$ cat src/include/outctl_pkg.sv
package outctl_pkg;
   // Clock and timing
   localparam int unsigned CLK_HZ          = 40000000;
   localparam int unsigned MIN_PULSE_US    = 100;
   localparam int unsigned MIN_PULSE_CYC   = (MIN_PULSE_US * (CLK_HZ / 1000000) < 1) ? 1 :
                                             MIN_PULSE_US * (CLK_HZ / 1000000);
   localparam int unsigned MAX_OFF_DELAY_MS = 200;
   localparam int unsigned MAX_OFF_CYC     = MAX_OFF_DELAY_MS * (CLK_HZ / 1000);
   localparam int unsigned CNT_W           = 12;
   localparam logic [1:0]  CFG_WAIT        = 2'h3;
   // Register byte offsets
   localparam logic [7:0]  OFS_CTRL        = 8'h00;
   localparam logic [7:0]  OFS_CMD         = 8'h04;
   localparam logic [7:0]  OFS_MODE        = 8'h08;
   localparam logic [7:0]  OFS_VLIM        = 8'h0C;
   localparam logic [7:0]  OFS_CLIM        = 8'h10;
   localparam logic [7:0]  OFS_STATUS      = 8'h14;
   // Field positions
   localparam int unsigned CMD_ON_BIT      = 0;
   localparam int unsigned CMD_OFF_BIT     = 1;
   localparam int unsigned CMD_SAVE_BIT    = 2;
   localparam int unsigned MODE_VSRC_LSB   = 2;
   localparam int unsigned MODE_CSRC_LSB   = 4;
   localparam int unsigned MODE_REF_BIT    = 6;
   localparam int unsigned LIM_NEG_LSB     = 16;
   // Output control modes
   localparam logic [1:0]  OC_TRIG_LEVEL   = 2'h0;
   localparam logic [1:0]  OC_STANDBY      = 2'h1;
   localparam logic [1:0]  OC_CMD_ONLY     = 2'h2;
   // Main mode selections
   localparam logic [1:0]  MM_VOLT         = 2'h0;
   localparam logic [1:0]  MM_CURR         = 2'h1;
   localparam logic [1:0]  MM_EXT          = 2'h2;
   // Protection limit sources
   localparam logic [1:0]  PS_FIXED        = 2'h0;
   localparam logic [1:0]  PS_EXT          = 2'h1;
   localparam logic [1:0]  PS_LESS         = 2'h2;
   // Power-up switch patterns
   localparam logic [4:0]  SW_ANALOG       = 5'h00;
   localparam logic [2:0]  SW_TOP_EXT      = 3'h4;
   localparam logic [2:0]  SW_TOP_NEG      = 3'h5;
   localparam logic [2:0]  SW_TOP_POS      = 3'h6;
   // Reset values
   localparam logic [11:0] LIM_RESET       = 12'hFFF;
endpackage

$ cat src/logic/output_enable_mode_limit_control.sv
//Function
//- Shutdown pulse of minimum width stops output
//- Shutdown latches fault, red indicator
//- Fault clears only by power cycle
//- Trigger active level disables output, indicator off
//- Trigger inactive level enables output, indicator on
//- Reset power-up strap high inverts trigger sense unless top switch set
//- Standby: minimum low pulse disables output
//- Standby: high has no effect; on command
//- On/off commands when trigger disabled; on command also in standby
//- Save command stores output control mode
//- Switches zero: mode from analog pin
//- Nonzero location restores saved mode
//- Top switch set: lowest switch picks mode
//- Mode command: voltage, current or pin
//- Zero or 100xx: analog protection limits
//- Nonzero location restores saved limits
//- 101xx: negative maxima, positive minimum
//- 110xx positive maxima; 111xx both maxima
//- Fixed source follows digital limit registers
//- External source follows analog limit inputs
//- Lesser source picks smaller magnitude limit
//- Reference command selects analog or digital
`timescale 1ns/1ps
`default_nettype none
module output_enable_mode_limit_control #(
   parameter logic [11:0] RATED_MAX_CODE = 12'hFFF,  // 1.01 x rated limit code
   parameter logic [11:0] MIN_BOX_CODE   = 12'h199   // Minimum box limit code
)(
   // Clock and reset
   input  wire logic                         sys_clk_i,
   input  wire logic                         nrst_i,
   // APB slave
   input  wire logic                         psel_i,
   input  wire logic                         penable_i,
   input  wire logic                         pwrite_i,
   input  wire logic [7:0]                   paddr_i,
   input  wire logic [31:0]                  pwdata_i,
   output logic      [31:0]                  prdata_o,
   output logic                              pready_o,
   output logic                              pslverr_o,
   // External pins
   input  wire logic                         shutdown_i,
   input  wire logic                         trigger_i,
   input  wire logic                         analog_mode_i,
   input  wire logic [4:0]                   powerup_switch_bank_i,
   input  wire logic                         reset_powerup_i,
   // Digitised analog limit inputs, same clock
   input  wire logic [11:0]                  alim_vpos_i,
   input  wire logic [11:0]                  alim_vneg_i,
   input  wire logic [11:0]                  alim_cpos_i,
   input  wire logic [11:0]                  alim_cneg_i,
   // Settings store, same clock
   input  wire logic [1:0]                   stored_outctl_i,
   input  wire logic [1:0]                   stored_mode_i,
   input  wire logic [1:0]                   stored_vsrc_i,
   input  wire logic [1:0]                   stored_csrc_i,
   input  wire logic [23:0]                  stored_vlim_i,
   input  wire logic [23:0]                  stored_clim_i,
   output logic      [3:0]                   store_loc_o,
   output logic      [1:0]                   saved_outctl_o,
   output logic                              save_strobe_o,
   // Control outputs
   output logic                              output_enable_o,
   output logic                              output_led_o,
   output logic                              fault_indicator_o,
   output logic                              voltage_mode_o,
   output logic                              main_ref_ext_o,
   output logic      [11:0]                  vprot_pos_o,
   output logic      [11:0]                  vprot_neg_o,
   output logic      [11:0]                  cprot_pos_o,
   output logic      [11:0]                  cprot_neg_o
);
   import outctl_pkg::*;

   // Refuse a pulse width that the width counters cannot reach
   if (MIN_PULSE_CYC >= (1 << CNT_W))
   begin
      $error("Pulse counter too narrow");
   end

   // Whole state of the block
   typedef struct packed {
      logic [1:0]       sd_sync;     // Shutdown synchroniser
      logic [1:0]       tr_sync;     // Trigger synchroniser
      logic [1:0]       am_sync;     // Analog mode pin synchroniser
      logic [1:0]       rp_sync;     // Reset power-up strap synchroniser
      logic [9:0]       sw_sync;     // Switch bank synchroniser
      logic [1:0]       cfg_cnt;     // Settling count before capture
      logic             cfg_done;    // Power-up configuration taken
      logic             trig_inv;    // Trigger polarity inverted
      logic [CNT_W-1:0] sd_cnt;      // Shutdown width counter
      logic [CNT_W-1:0] tr_cnt;      // Trigger width counter
      logic             tr_low;      // Filtered trigger level is low
      logic             fault;       // Latched shutdown fault
      logic             out_en;      // Output on state
      logic [1:0]       outctl;      // Output control mode
      logic [1:0]       saved_oc;    // Saved output control mode
      logic             save_stb;    // Save pulse
      logic [1:0]       mmode;       // Main mode selection
      logic [1:0]       vsrc;        // Voltage protect source
      logic [1:0]       csrc;        // Current protect source
      logic             ref_ext;     // Main channel from analog reference
      logic [23:0]      vlim;        // Digital voltage protect limits
      logic [23:0]      clim;        // Digital current protect limits
      logic             vmode;       // Resolved voltage mode
      logic [11:0]      vp;          // Applied limits
      logic [11:0]      vn;
      logic [11:0]      cp;
      logic [11:0]      cn;
      logic [3:0]       loc;         // Store location
      logic [31:0]      rdata;       // APB read data
      logic             ready;       // APB ready
      logic             err;         // APB error
   } state_t;

   state_t s;       // Registered state
   state_t next_s;  // Next state

   // Smaller of two limit magnitudes
   function automatic logic [11:0] lesser(input logic [11:0] a, input logic [11:0] b);
      lesser = (a < b) ? a : b;
   endfunction

   // Limit by source selection
   function automatic logic [11:0] pick(input logic [1:0] src, input logic [11:0] dig,
                                        input logic [11:0] ana);
      unique case (src)
         PS_EXT:  pick = ana;
         PS_LESS: pick = lesser(dig, ana);
         default: pick = dig;
      endcase
   endfunction

   // Next state logic
   always_comb
   begin
      logic        acc;
      logic        wr;
      logic        trig_off;
      logic        low_done;
      logic [4:0]  sw;
      acc      = 1'b0;
      wr       = 1'b0;
      trig_off = 1'b0;
      low_done = 1'b0;
      sw       = 5'h00;
      next_s   = s;

      // Two-flop synchronisers
      next_s.sd_sync = {s.sd_sync[0], shutdown_i};
      next_s.tr_sync = {s.tr_sync[0], trigger_i};
      next_s.am_sync = {s.am_sync[0], analog_mode_i};
      next_s.rp_sync = {s.rp_sync[0], reset_powerup_i};
      next_s.sw_sync = {s.sw_sync[4:0], powerup_switch_bank_i};
      sw             = s.sw_sync[9:5];
      next_s.save_stb = 1'b0;

      // Shutdown width measurement, latch stays until power cycle
      if (s.sd_sync[1])
      begin
         if (s.sd_cnt < CNT_W'(MIN_PULSE_CYC))
            next_s.sd_cnt = s.sd_cnt + CNT_W'(1);
      end
      else
         next_s.sd_cnt = '0;
      if (s.sd_sync[1] && s.sd_cnt >= CNT_W'(MIN_PULSE_CYC - 1))
         next_s.fault = 1'b1;

      // Trigger level filter: level must stand the minimum width
      if (s.tr_sync[1] != s.tr_low)
         next_s.tr_cnt = '0;
      else if (s.tr_cnt < CNT_W'(MIN_PULSE_CYC))
         next_s.tr_cnt = s.tr_cnt + CNT_W'(1);
      if ((s.tr_sync[1] == s.tr_low) && s.tr_cnt >= CNT_W'(MIN_PULSE_CYC - 1))
      begin
         next_s.tr_low = ~s.tr_sync[1];
         next_s.tr_cnt = '0;
         low_done      = ~s.tr_sync[1];
      end
      trig_off = s.tr_low ^ s.trig_inv;

      // Power-up configuration capture after the switches settle
      if (!s.cfg_done)
      begin
         next_s.loc = sw[3:0];  // Store points at the location before capture reads it
         if (s.cfg_cnt != CFG_WAIT)
            next_s.cfg_cnt = s.cfg_cnt + 2'h1;
         else
         begin
            next_s.cfg_done = 1'b1;
            next_s.outctl   = stored_outctl_i;
            next_s.trig_inv = s.rp_sync[1] & ~sw[4];
            next_s.loc      = sw[3:0];
            if (sw == SW_ANALOG)
            begin
               next_s.mmode   = MM_EXT;
               next_s.vsrc    = PS_EXT;
               next_s.csrc    = PS_EXT;
               next_s.ref_ext = 1'b1;
            end
            else if (!sw[4])
            begin
               next_s.mmode = stored_mode_i;
               next_s.vsrc  = stored_vsrc_i;
               next_s.csrc  = stored_csrc_i;
               next_s.vlim  = stored_vlim_i;
               next_s.clim  = stored_clim_i;
            end
            else
            begin
               next_s.mmode   = sw[0] ? MM_VOLT : MM_CURR;
               next_s.ref_ext = sw[1];
               if (sw[4:2] == SW_TOP_EXT)
               begin
                  next_s.vsrc = PS_EXT;
                  next_s.csrc = PS_EXT;
               end
               else
               begin
                  next_s.vsrc = PS_FIXED;
                  next_s.csrc = PS_FIXED;
                  if (sw[4:2] == SW_TOP_NEG)
                  begin
                     next_s.vlim = {RATED_MAX_CODE, MIN_BOX_CODE};
                     next_s.clim = {RATED_MAX_CODE, MIN_BOX_CODE};
                  end
                  else if (sw[4:2] == SW_TOP_POS)
                  begin
                     next_s.vlim = {MIN_BOX_CODE, RATED_MAX_CODE};
                     next_s.clim = {MIN_BOX_CODE, RATED_MAX_CODE};
                  end
                  else
                  begin
                     next_s.vlim = {RATED_MAX_CODE, RATED_MAX_CODE};
                     next_s.clim = {RATED_MAX_CODE, RATED_MAX_CODE};
                  end
               end
            end
         end
      end

      // APB: one wait state, write takes effect on the ready edge
      acc = psel_i & penable_i;
      wr  = acc & s.ready & pwrite_i;
      next_s.ready = acc & ~s.ready;
      if (acc && !s.ready)
      begin
         next_s.err   = 1'b0;
         next_s.rdata = 32'h0000_0000;
         unique case (paddr_i)
            OFS_CTRL:   next_s.rdata[1:0] = s.outctl;
            OFS_CMD:    next_s.rdata = 32'h0000_0000;
            OFS_MODE:   next_s.rdata[6:0] = {s.ref_ext, s.csrc, s.vsrc, s.mmode};
            OFS_VLIM:   next_s.rdata = {4'h0, s.vlim[23:12], 4'h0, s.vlim[11:0]};
            OFS_CLIM:   next_s.rdata = {4'h0, s.clim[23:12], 4'h0, s.clim[11:0]};
            OFS_STATUS: next_s.rdata[9:0] = {sw, s.cfg_done, trig_off, s.vmode,
                                              s.fault, s.out_en & ~s.fault};
            default:    next_s.err = 1'b1;
         endcase
      end
      else
         next_s.err = 1'b0;  // Error stands only with ready

      // Register writes and commands
      if (wr && s.cfg_done)
      begin
         unique case (paddr_i)
            OFS_CTRL:
               if (pwdata_i[1:0] != 2'h3)
                  next_s.outctl = pwdata_i[1:0];
            OFS_CMD:
            begin
               if (pwdata_i[CMD_SAVE_BIT])
               begin
                  next_s.saved_oc = s.outctl;
                  next_s.save_stb = 1'b1;
               end
            end
            OFS_MODE:
            begin
               if (pwdata_i[1:0] != 2'h3)
                  next_s.mmode = pwdata_i[1:0];
               if (pwdata_i[MODE_VSRC_LSB +: 2] != 2'h3)
                  next_s.vsrc = pwdata_i[MODE_VSRC_LSB +: 2];
               if (pwdata_i[MODE_CSRC_LSB +: 2] != 2'h3)
                  next_s.csrc = pwdata_i[MODE_CSRC_LSB +: 2];
               next_s.ref_ext = pwdata_i[MODE_REF_BIT];
            end
            OFS_VLIM: next_s.vlim = {pwdata_i[LIM_NEG_LSB +: 12], pwdata_i[11:0]};
            OFS_CLIM: next_s.clim = {pwdata_i[LIM_NEG_LSB +: 12], pwdata_i[11:0]};
            default:  next_s.err = 1'b0;
         endcase
      end

      // Output on/off by control mode
      unique case (s.outctl)
         OC_TRIG_LEVEL:
            next_s.out_en = ~trig_off;
         OC_STANDBY:
         begin
            if (low_done)
               next_s.out_en = 1'b0;
            else if (wr && paddr_i == OFS_CMD && pwdata_i[CMD_ON_BIT])
               next_s.out_en = 1'b1;
         end
         default:
         begin
            if (wr && paddr_i == OFS_CMD && pwdata_i[CMD_OFF_BIT])
               next_s.out_en = 1'b0;
            else if (wr && paddr_i == OFS_CMD && pwdata_i[CMD_ON_BIT])
               next_s.out_en = 1'b1;
         end
      endcase
      // Fault keeps the output flop itself off
      if (!s.cfg_done || next_s.fault)
         next_s.out_en = 1'b0;

      // Resolved main mode
      unique case (s.mmode)
         MM_VOLT: next_s.vmode = 1'b1;
         MM_CURR: next_s.vmode = 1'b0;
         default: next_s.vmode = s.am_sync[1];
      endcase

      // Applied protection limits by source
      next_s.vp = pick(s.vsrc, s.vlim[11:0],  alim_vpos_i);
      next_s.vn = pick(s.vsrc, s.vlim[23:12], alim_vneg_i);
      next_s.cp = pick(s.csrc, s.clim[11:0],  alim_cpos_i);
      next_s.cn = pick(s.csrc, s.clim[23:12], alim_cneg_i);
   end

   // State register
   always_ff @(posedge sys_clk_i or negedge nrst_i)
   begin
      if (!nrst_i)
      begin
         s       <= '0;
         s.vlim  <= {LIM_RESET, LIM_RESET};
         s.clim  <= {LIM_RESET, LIM_RESET};
         s.vmode <= 1'b1;
      end
      else
         s <= next_s;
   end

   // Outputs straight from the state register
   assign prdata_o          = s.rdata;
   assign pready_o          = s.ready;
   assign pslverr_o         = s.err;
   assign store_loc_o       = s.loc;
   assign saved_outctl_o    = s.saved_oc;
   assign save_strobe_o     = s.save_stb;
   assign fault_indicator_o = s.fault;
   assign output_enable_o   = s.out_en;
   assign output_led_o      = s.out_en;
   assign voltage_mode_o    = s.vmode;
   assign main_ref_ext_o    = s.ref_ext;
   assign vprot_pos_o       = s.vp;
   assign vprot_neg_o       = s.vn;
   assign cprot_pos_o       = s.cp;
   assign cprot_neg_o       = s.cn;
endmodule
`default_nettype wire

$ cat config.mk
export PLATFORM = sky130hd
export DESIGN_NAME = output_enable_mode_limit_control
export DESIGN_NICKNAME = d
export VERILOG_FILES = /design/src/include/outctl_pkg.sv /design/src/logic/output_enable_mode_limit_control.sv
export SDC_FILE = /design/constraint.sdc
export NUM_CORES = 1
export LEC_CHECK = 0
export BUFFER_PORTS_ARGS = -buffer_cell sky130_fd_sc_hd__buf_2
export CORE_MARGIN = 2
export CORE_UTILIZATION = 56
export CTS_BUF_LIST = sky130_fd_sc_hd__clkbuf_8
export DETAILED_ROUTE_END_ITERATION = 10
export GPL_ROUTABILITY_DRIVEN = 0
export GPL_TIMING_DRIVEN = 0
export HOLD_SLACK_MARGIN = 0.15
export PLACE_DENSITY_LB_ADDON = 0.25
export SYNTH_ARGS = -nofsm -noshare
export SYNTH_HDL_FRONTEND = slang
export SYNTH_SLANG_ARGS = --single-unit
$ cat constraint.sdc
create_clock -name sys_clk_i -period 3 [get_ports sys_clk_i]
set_clock_uncertainty 0.15 [all_clocks]
set_input_delay 0.15 -clock sys_clk_i [delete_from_list [all_inputs] [get_ports sys_clk_i]]
set_output_delay 0.15 -clock sys_clk_i [all_outputs]
set_load 0.05 [all_outputs]
==> Yosys cells after proc, flatten, opt, wreduce, memory -nomap -nowiden <==
Cells that the tools add are included.
Widths: inputs -> output; s select.
{ "classes": {"n_reduce_logical": 20, "n_lt_le_gt_ge": 8, "add_sub_neg": 3, "n_shift": 0, "div": 0, "muxes": 56, "mul": 0, "n_bitwise": 14, "eq_ne": 21} }
{ "ops": {"columns": ["operator", "n"], "rows": [
  ["$mux 48", 5],
  ["$mux 55", 2],
  ["$mux 12", 8],
  ["$pmux 12 s2", 4],
  ["$mux 60", 1],
  ["$lt 12x12->1", 4],
  ["$mux 24", 2],
  ["$pmux 18 s2", 1],
  ["$add 12x1->12 const B", 2],
  ["$ge 12x12->1 const B", 2],
  ["$lt 12x12->1 const B", 2],
  ["$pmux 5 s4", 1],
  ["$mux 2", 9],
  ["$eq 8x4->1 const B", 2],
  ["$eq 8x5->1 const B", 2],
  ["$mux 7", 2],
  ["$mux 13", 1],
  ["$mux 1", 12],
  ["$pmux 2 s5", 1],
  ["$eq 3x3->1 const B", 3],
  ["$mux 3", 3],
  ["$pmux 3 s3", 1],
  ["$eq 2x1->1 const B", 4],
  ["$eq 8x3->1 const B", 1],
  ["other kinds (22)", 47]
]} }
{ "totals": {"mem_bits_rw": 0, "wordCells": 153, "out_inout_bits": 94, "ff_bits": 196, "memories": 0, "mem_bits_ro": 0, "inputBits": 158, "latch_bits": 0} }

==> Longest topological paths before layout <==
{ "depth": {"word_depth": 11, "mapped_depth": 8, "mapped_depth_nobuf": 7} }

==> Worst setup path before layout <==
OpenSTA, ideal clock, no wires.
{ "synth_timing": {"path_kind": "reg-to-reg", "startpoint": "reg s[110] (netlist bit)", "endpoint": "reg s (netlist bit cprot_neg_o[10])", "stages_incl_launch_ff": 8, "path_slack_ps": 705, "period_less_slack_ps": 2295, "path_buffers": 1, "setup_time_ps": 129, "t_arrival_ps": 2016, "required_time_ps": 2721, "cell_sequence": "dfstp_2 ha_1 nand3_1 or4_1 or4_1 buf_2 nand4_1 nand3_1"} }
{ "synth_rtl": {"columns": ["element", "line", "source"], "rows": [
  ["from (decl)", "output_enable_mode_limit_control.sv:117", "state_t s;"],
  ["from (signal assigned)", "output_enable_mode_limit_control.sv:344", "s <= next_s;"]
]} }

==> results_dict.tcl <==
set metrics [dict create \
    initial_core_util 0.570 \
    crit_fanout 10 \
    fin_cells 1731 \
    place_area_sq_mm 0.0118 \
    setup_viol 0 \
    syn2layout_area_growth_pct 34.9 \
    rsz0062_at_grt "no" \
    postLayoutCoreUtil 0.769 \
    htree_num_levels 4 \
    final.setup.worst_slack_ps 90.4 \
    path_buf_inv 2 \
    worstSetupStartpointType "register" \
    seq_area_frac_synth 0.465 \
    fin_crit_sh 0.970 \
    dp.cells 1536 \
    io_buffers 235 \
    power.leakage_nw 6.79 \
    die-area_sq_mm 0.0194 \
    pre_cts_ws_ps 365 \
    nets 1697 \
    synthMuxAreaShare 0.00965 \
    grt_pass1_wl_um 50200 \
    syn_avg_cell_area_sq_um 9.63 \
    synth_top_family_by_area "compound AO/OA/AOI/OAI gates" \
    fin_hold_ws_ps 142 \
    ys_async_sr_fraction 1.00 \
    drive_above_1_share 0.292 \
    die_h_um 139 \
    irDropWorstVdd_uv 332 \
    first_pass_iters 7 \
    synth_compound_area_frac 0.187 \
    intPower_mw 4.37 \
    cts_made_buffers 17 \
    cp.required_ps 3260 \
    root_buffer "clkbuf_8" \
    slew-limit-headroom 0.518 \
    drc 0 \
    dpl.hpwl_um 21900 \
    final.min_clock_period_ps 2910 \
    synth_xor_area_frac 0.0188 \
    grt_pass1_vias 9738 \
    grt_max_degree 99 \
    switching_share 0.325 \
    syn_inst 1064 \
    ys_types 69 \
    crit_arrival_ps 3170 \
    nFillCells 1230 \
    max_freq_ghz 0.344 \
    fp.dieW_um 139 \
    cap_violations 0 \
    synth-adder-area-share 0.0623 \
    vias_per_cell 5.74 \
    grt_overflow_total 0 \
    cts.path.max_buffers 2 \
    hold_violations 0 \
    antenna_found_initial 1 \
    critPathKind "reg -> reg" \
    seqPwrFrac 0.457 \
    pwr-share-comb 0.269 \
    synth-main-ff-cell "dfrtp_1" \
    max_stage_delay_ps 560 \
    status "completed" \
    num_vias 9937 \
    totalWireLength_um 31900 \
    slowest_stage "dlygate4sd3_1" \
    clock_sinks 188 \
    placeableCoreArea_sq_mm 0.0180 \
    crit_family "buffers and inverters" \
    drtIter0Drc 1033 \
    track_usage 0.329 \
    power.switching_mw 2.10 \
    clk_pin_slew_ps 90 \
    synth-edff-count 0 \
    drtAntennaViolNets 0 \
    insertion_delay_ps 470 \
    p_clk_frac 0.274 \
    totalNegativeSetupSlack_ps 0 \
    cts_tree "built" \
    yosysWarnings 0 \
    slew_viol_final 0 \
    synth_area_sq_mm 0.0102 \
    powerDensity_mw_per_mm2 469 \
    crit_chain "ha_1 > nand2b_1 > a31oi_1 > clkbuf_1 > o22ai_1 > o21ai_1 > dlygate4sd3_1" \
    tightest_slew_ps 723 \
    wire_per_inst_um 18.4 \
    finalInstanceArea_sq_mm 0.0138 \
    pin_count 252 \
    synth-simple-area-share 0.144 \
    synth_seq_cells 188 \
    min_path_type "in -> async" \
    power.total_mw 6.47 \
    crit_path_end_kind "register" \
    rows 49 \
]
-- cell type report --
class | instances | area, sq um | area share
diodes | 1 | 2.50 | 0.000181
well taps | 229 | 287 | 0.0207
clock buffers | 20 | 275 | 0.0199
multi-input cells | 672 | 4370 | 0.316
repair buffers | 398 | 2830 | 0.205
flip-flops and latches | 188 | 4770 | 0.345
clock inverters | 12 | 146 | 0.0106
inverters | 74 | 278 | 0.0201
plain buffers | 137 | 867 | 0.0628
-- worst register-to-register path: stages (launching register included) --
cell and delay (ps):
dfrtp_1 390, ha_1 210, nand2b_1 160, a31oi_1 480, clkbuf_1 530, o22ai_1 200
o21ai_1 160, dlygate4sd3_1 560
-- cell families after synthesis --
family | after synthesis
AND/OR/NAND/NOR | 295
adder cells (fa/ha/maj) | 51
AO/OA/AOI/OAI | 287
flip-flops | 188
multiplexers | 9
buffers and inverters | 211
other | 1
XOR/XNOR | 22
-- state kept, by name, indices dropped and copies added (netlist names) --
register,count
s,94
prdata_o,24
cprot_neg_o,12
cprot_pos_o,12
vprot_neg_o,12
vprot_pos_o,12
next_s,9
store_loc_o,4
saved_outctl_o,2
fault_indicator_o,1
main_ref_ext_o,1
output_enable_o,1
pready_o,1
pslverr_o,1
save_strobe_o,1
voltage_mode_o,1
-- layer usage --
metal	up-vias	wire length (um)	GRT usage
met5	-	0	0
met2	569	14700	0.518
li1	4539	-	-
met4	0	1390	0.154
met3	126	2920	0.0678
met1	4703	12900	0.440
-- cell usage after synthesis (10+ instances only) --
master    instances  area [sq um]
a21oi_1          20           100
a22o_1           38           333
a22oi_1          24           180
a31oi_1          32           200
and2_1           13          81.3
buf_2            12          60.1
buf_4            88           661
clkbuf_1         35           131
dfrtp_1         139          3480
dfstp_2          49          1290
ha_1             51           638
inv_1            71           267
nand2_1          95           357
nand2b_1         14          87.6
nand3_1          27           135
nand4_1          20           125
nor2_1           76           285
nor3_1           10          50.1
o21ai_0          54           270
o21ai_1          48           240
o221ai_1         15           131
xnor2_1          10          87.6
xor2_1           12           105
-- worst paths after layout --
| path | from | end | slack, ps | cells past startpoint |
|---|---|---|---|---|
| min in group sys_clk_i | shutdown_i | next_s[195]$_DFF_PN0_ | 170 | 2 |
| max | s[176]$_DFFE_PN0P_ | s[111]$_DFF_PN1_ | 90 | 7 |
| max reg2reg | s[176]$_DFFE_PN0P_ | s[111]$_DFF_PN1_ | 90 | 7 |
| max in group asynchronous | nrst_i | s[103]$_DFF_PN1_ | 1620 | 3 |
| min | nrst_i | s[153]$_DFFE_PN0P_ | 140 | 2 |
| min reg2reg | next_s[195]$_DFF_PN0_ | s[195]$_DFF_PN0_ | 210 | 0 |
-- timing repair --
| action | 4_1_cts | 5_1_grt |
|---|---|---|
| setup buffers | 0 | 2 |
| hold buffers | 160 | 0 |
| gates resized for setup | 0 | 2 |
| endpoints found under the hold margin | 228 | 0 |
| setup endpoints to repair | 0 | 5 |
-- cells in the final DEF (no fill, tap or decap), types with 32 or more instances in the layout --
cell / Yosys / layout
a22o_1: 38 / 38
a31oi_1: 32 / 32
buf_2: 12 / 246
buf_4: 88 / 90
clkbuf_1: 35 / 35
dfrtp_1: 139 / 139
dfstp_2: 49 / 49
dlygate4sd3_1: 0 / 160
ha_1: 51 / 51
inv_1: 71 / 73
nand2_1: 95 / 95
nor2_1: 76 / 76
o21ai_0: 54 / 54
o21ai_1: 48 / 48
-- power by group through the flow --
stage               Combinational [mW]  Sequential (mW)  Clock (mW)
global route                      1.87             2.98        1.88
floorplan                         1.12             2.94           0
global placement                  1.51             2.99           0
CTS                               1.72             2.95        1.80
finish                            1.74             2.96        1.77
detailed placement                1.55             3.00           0
(Power assumes the default switching activity.)
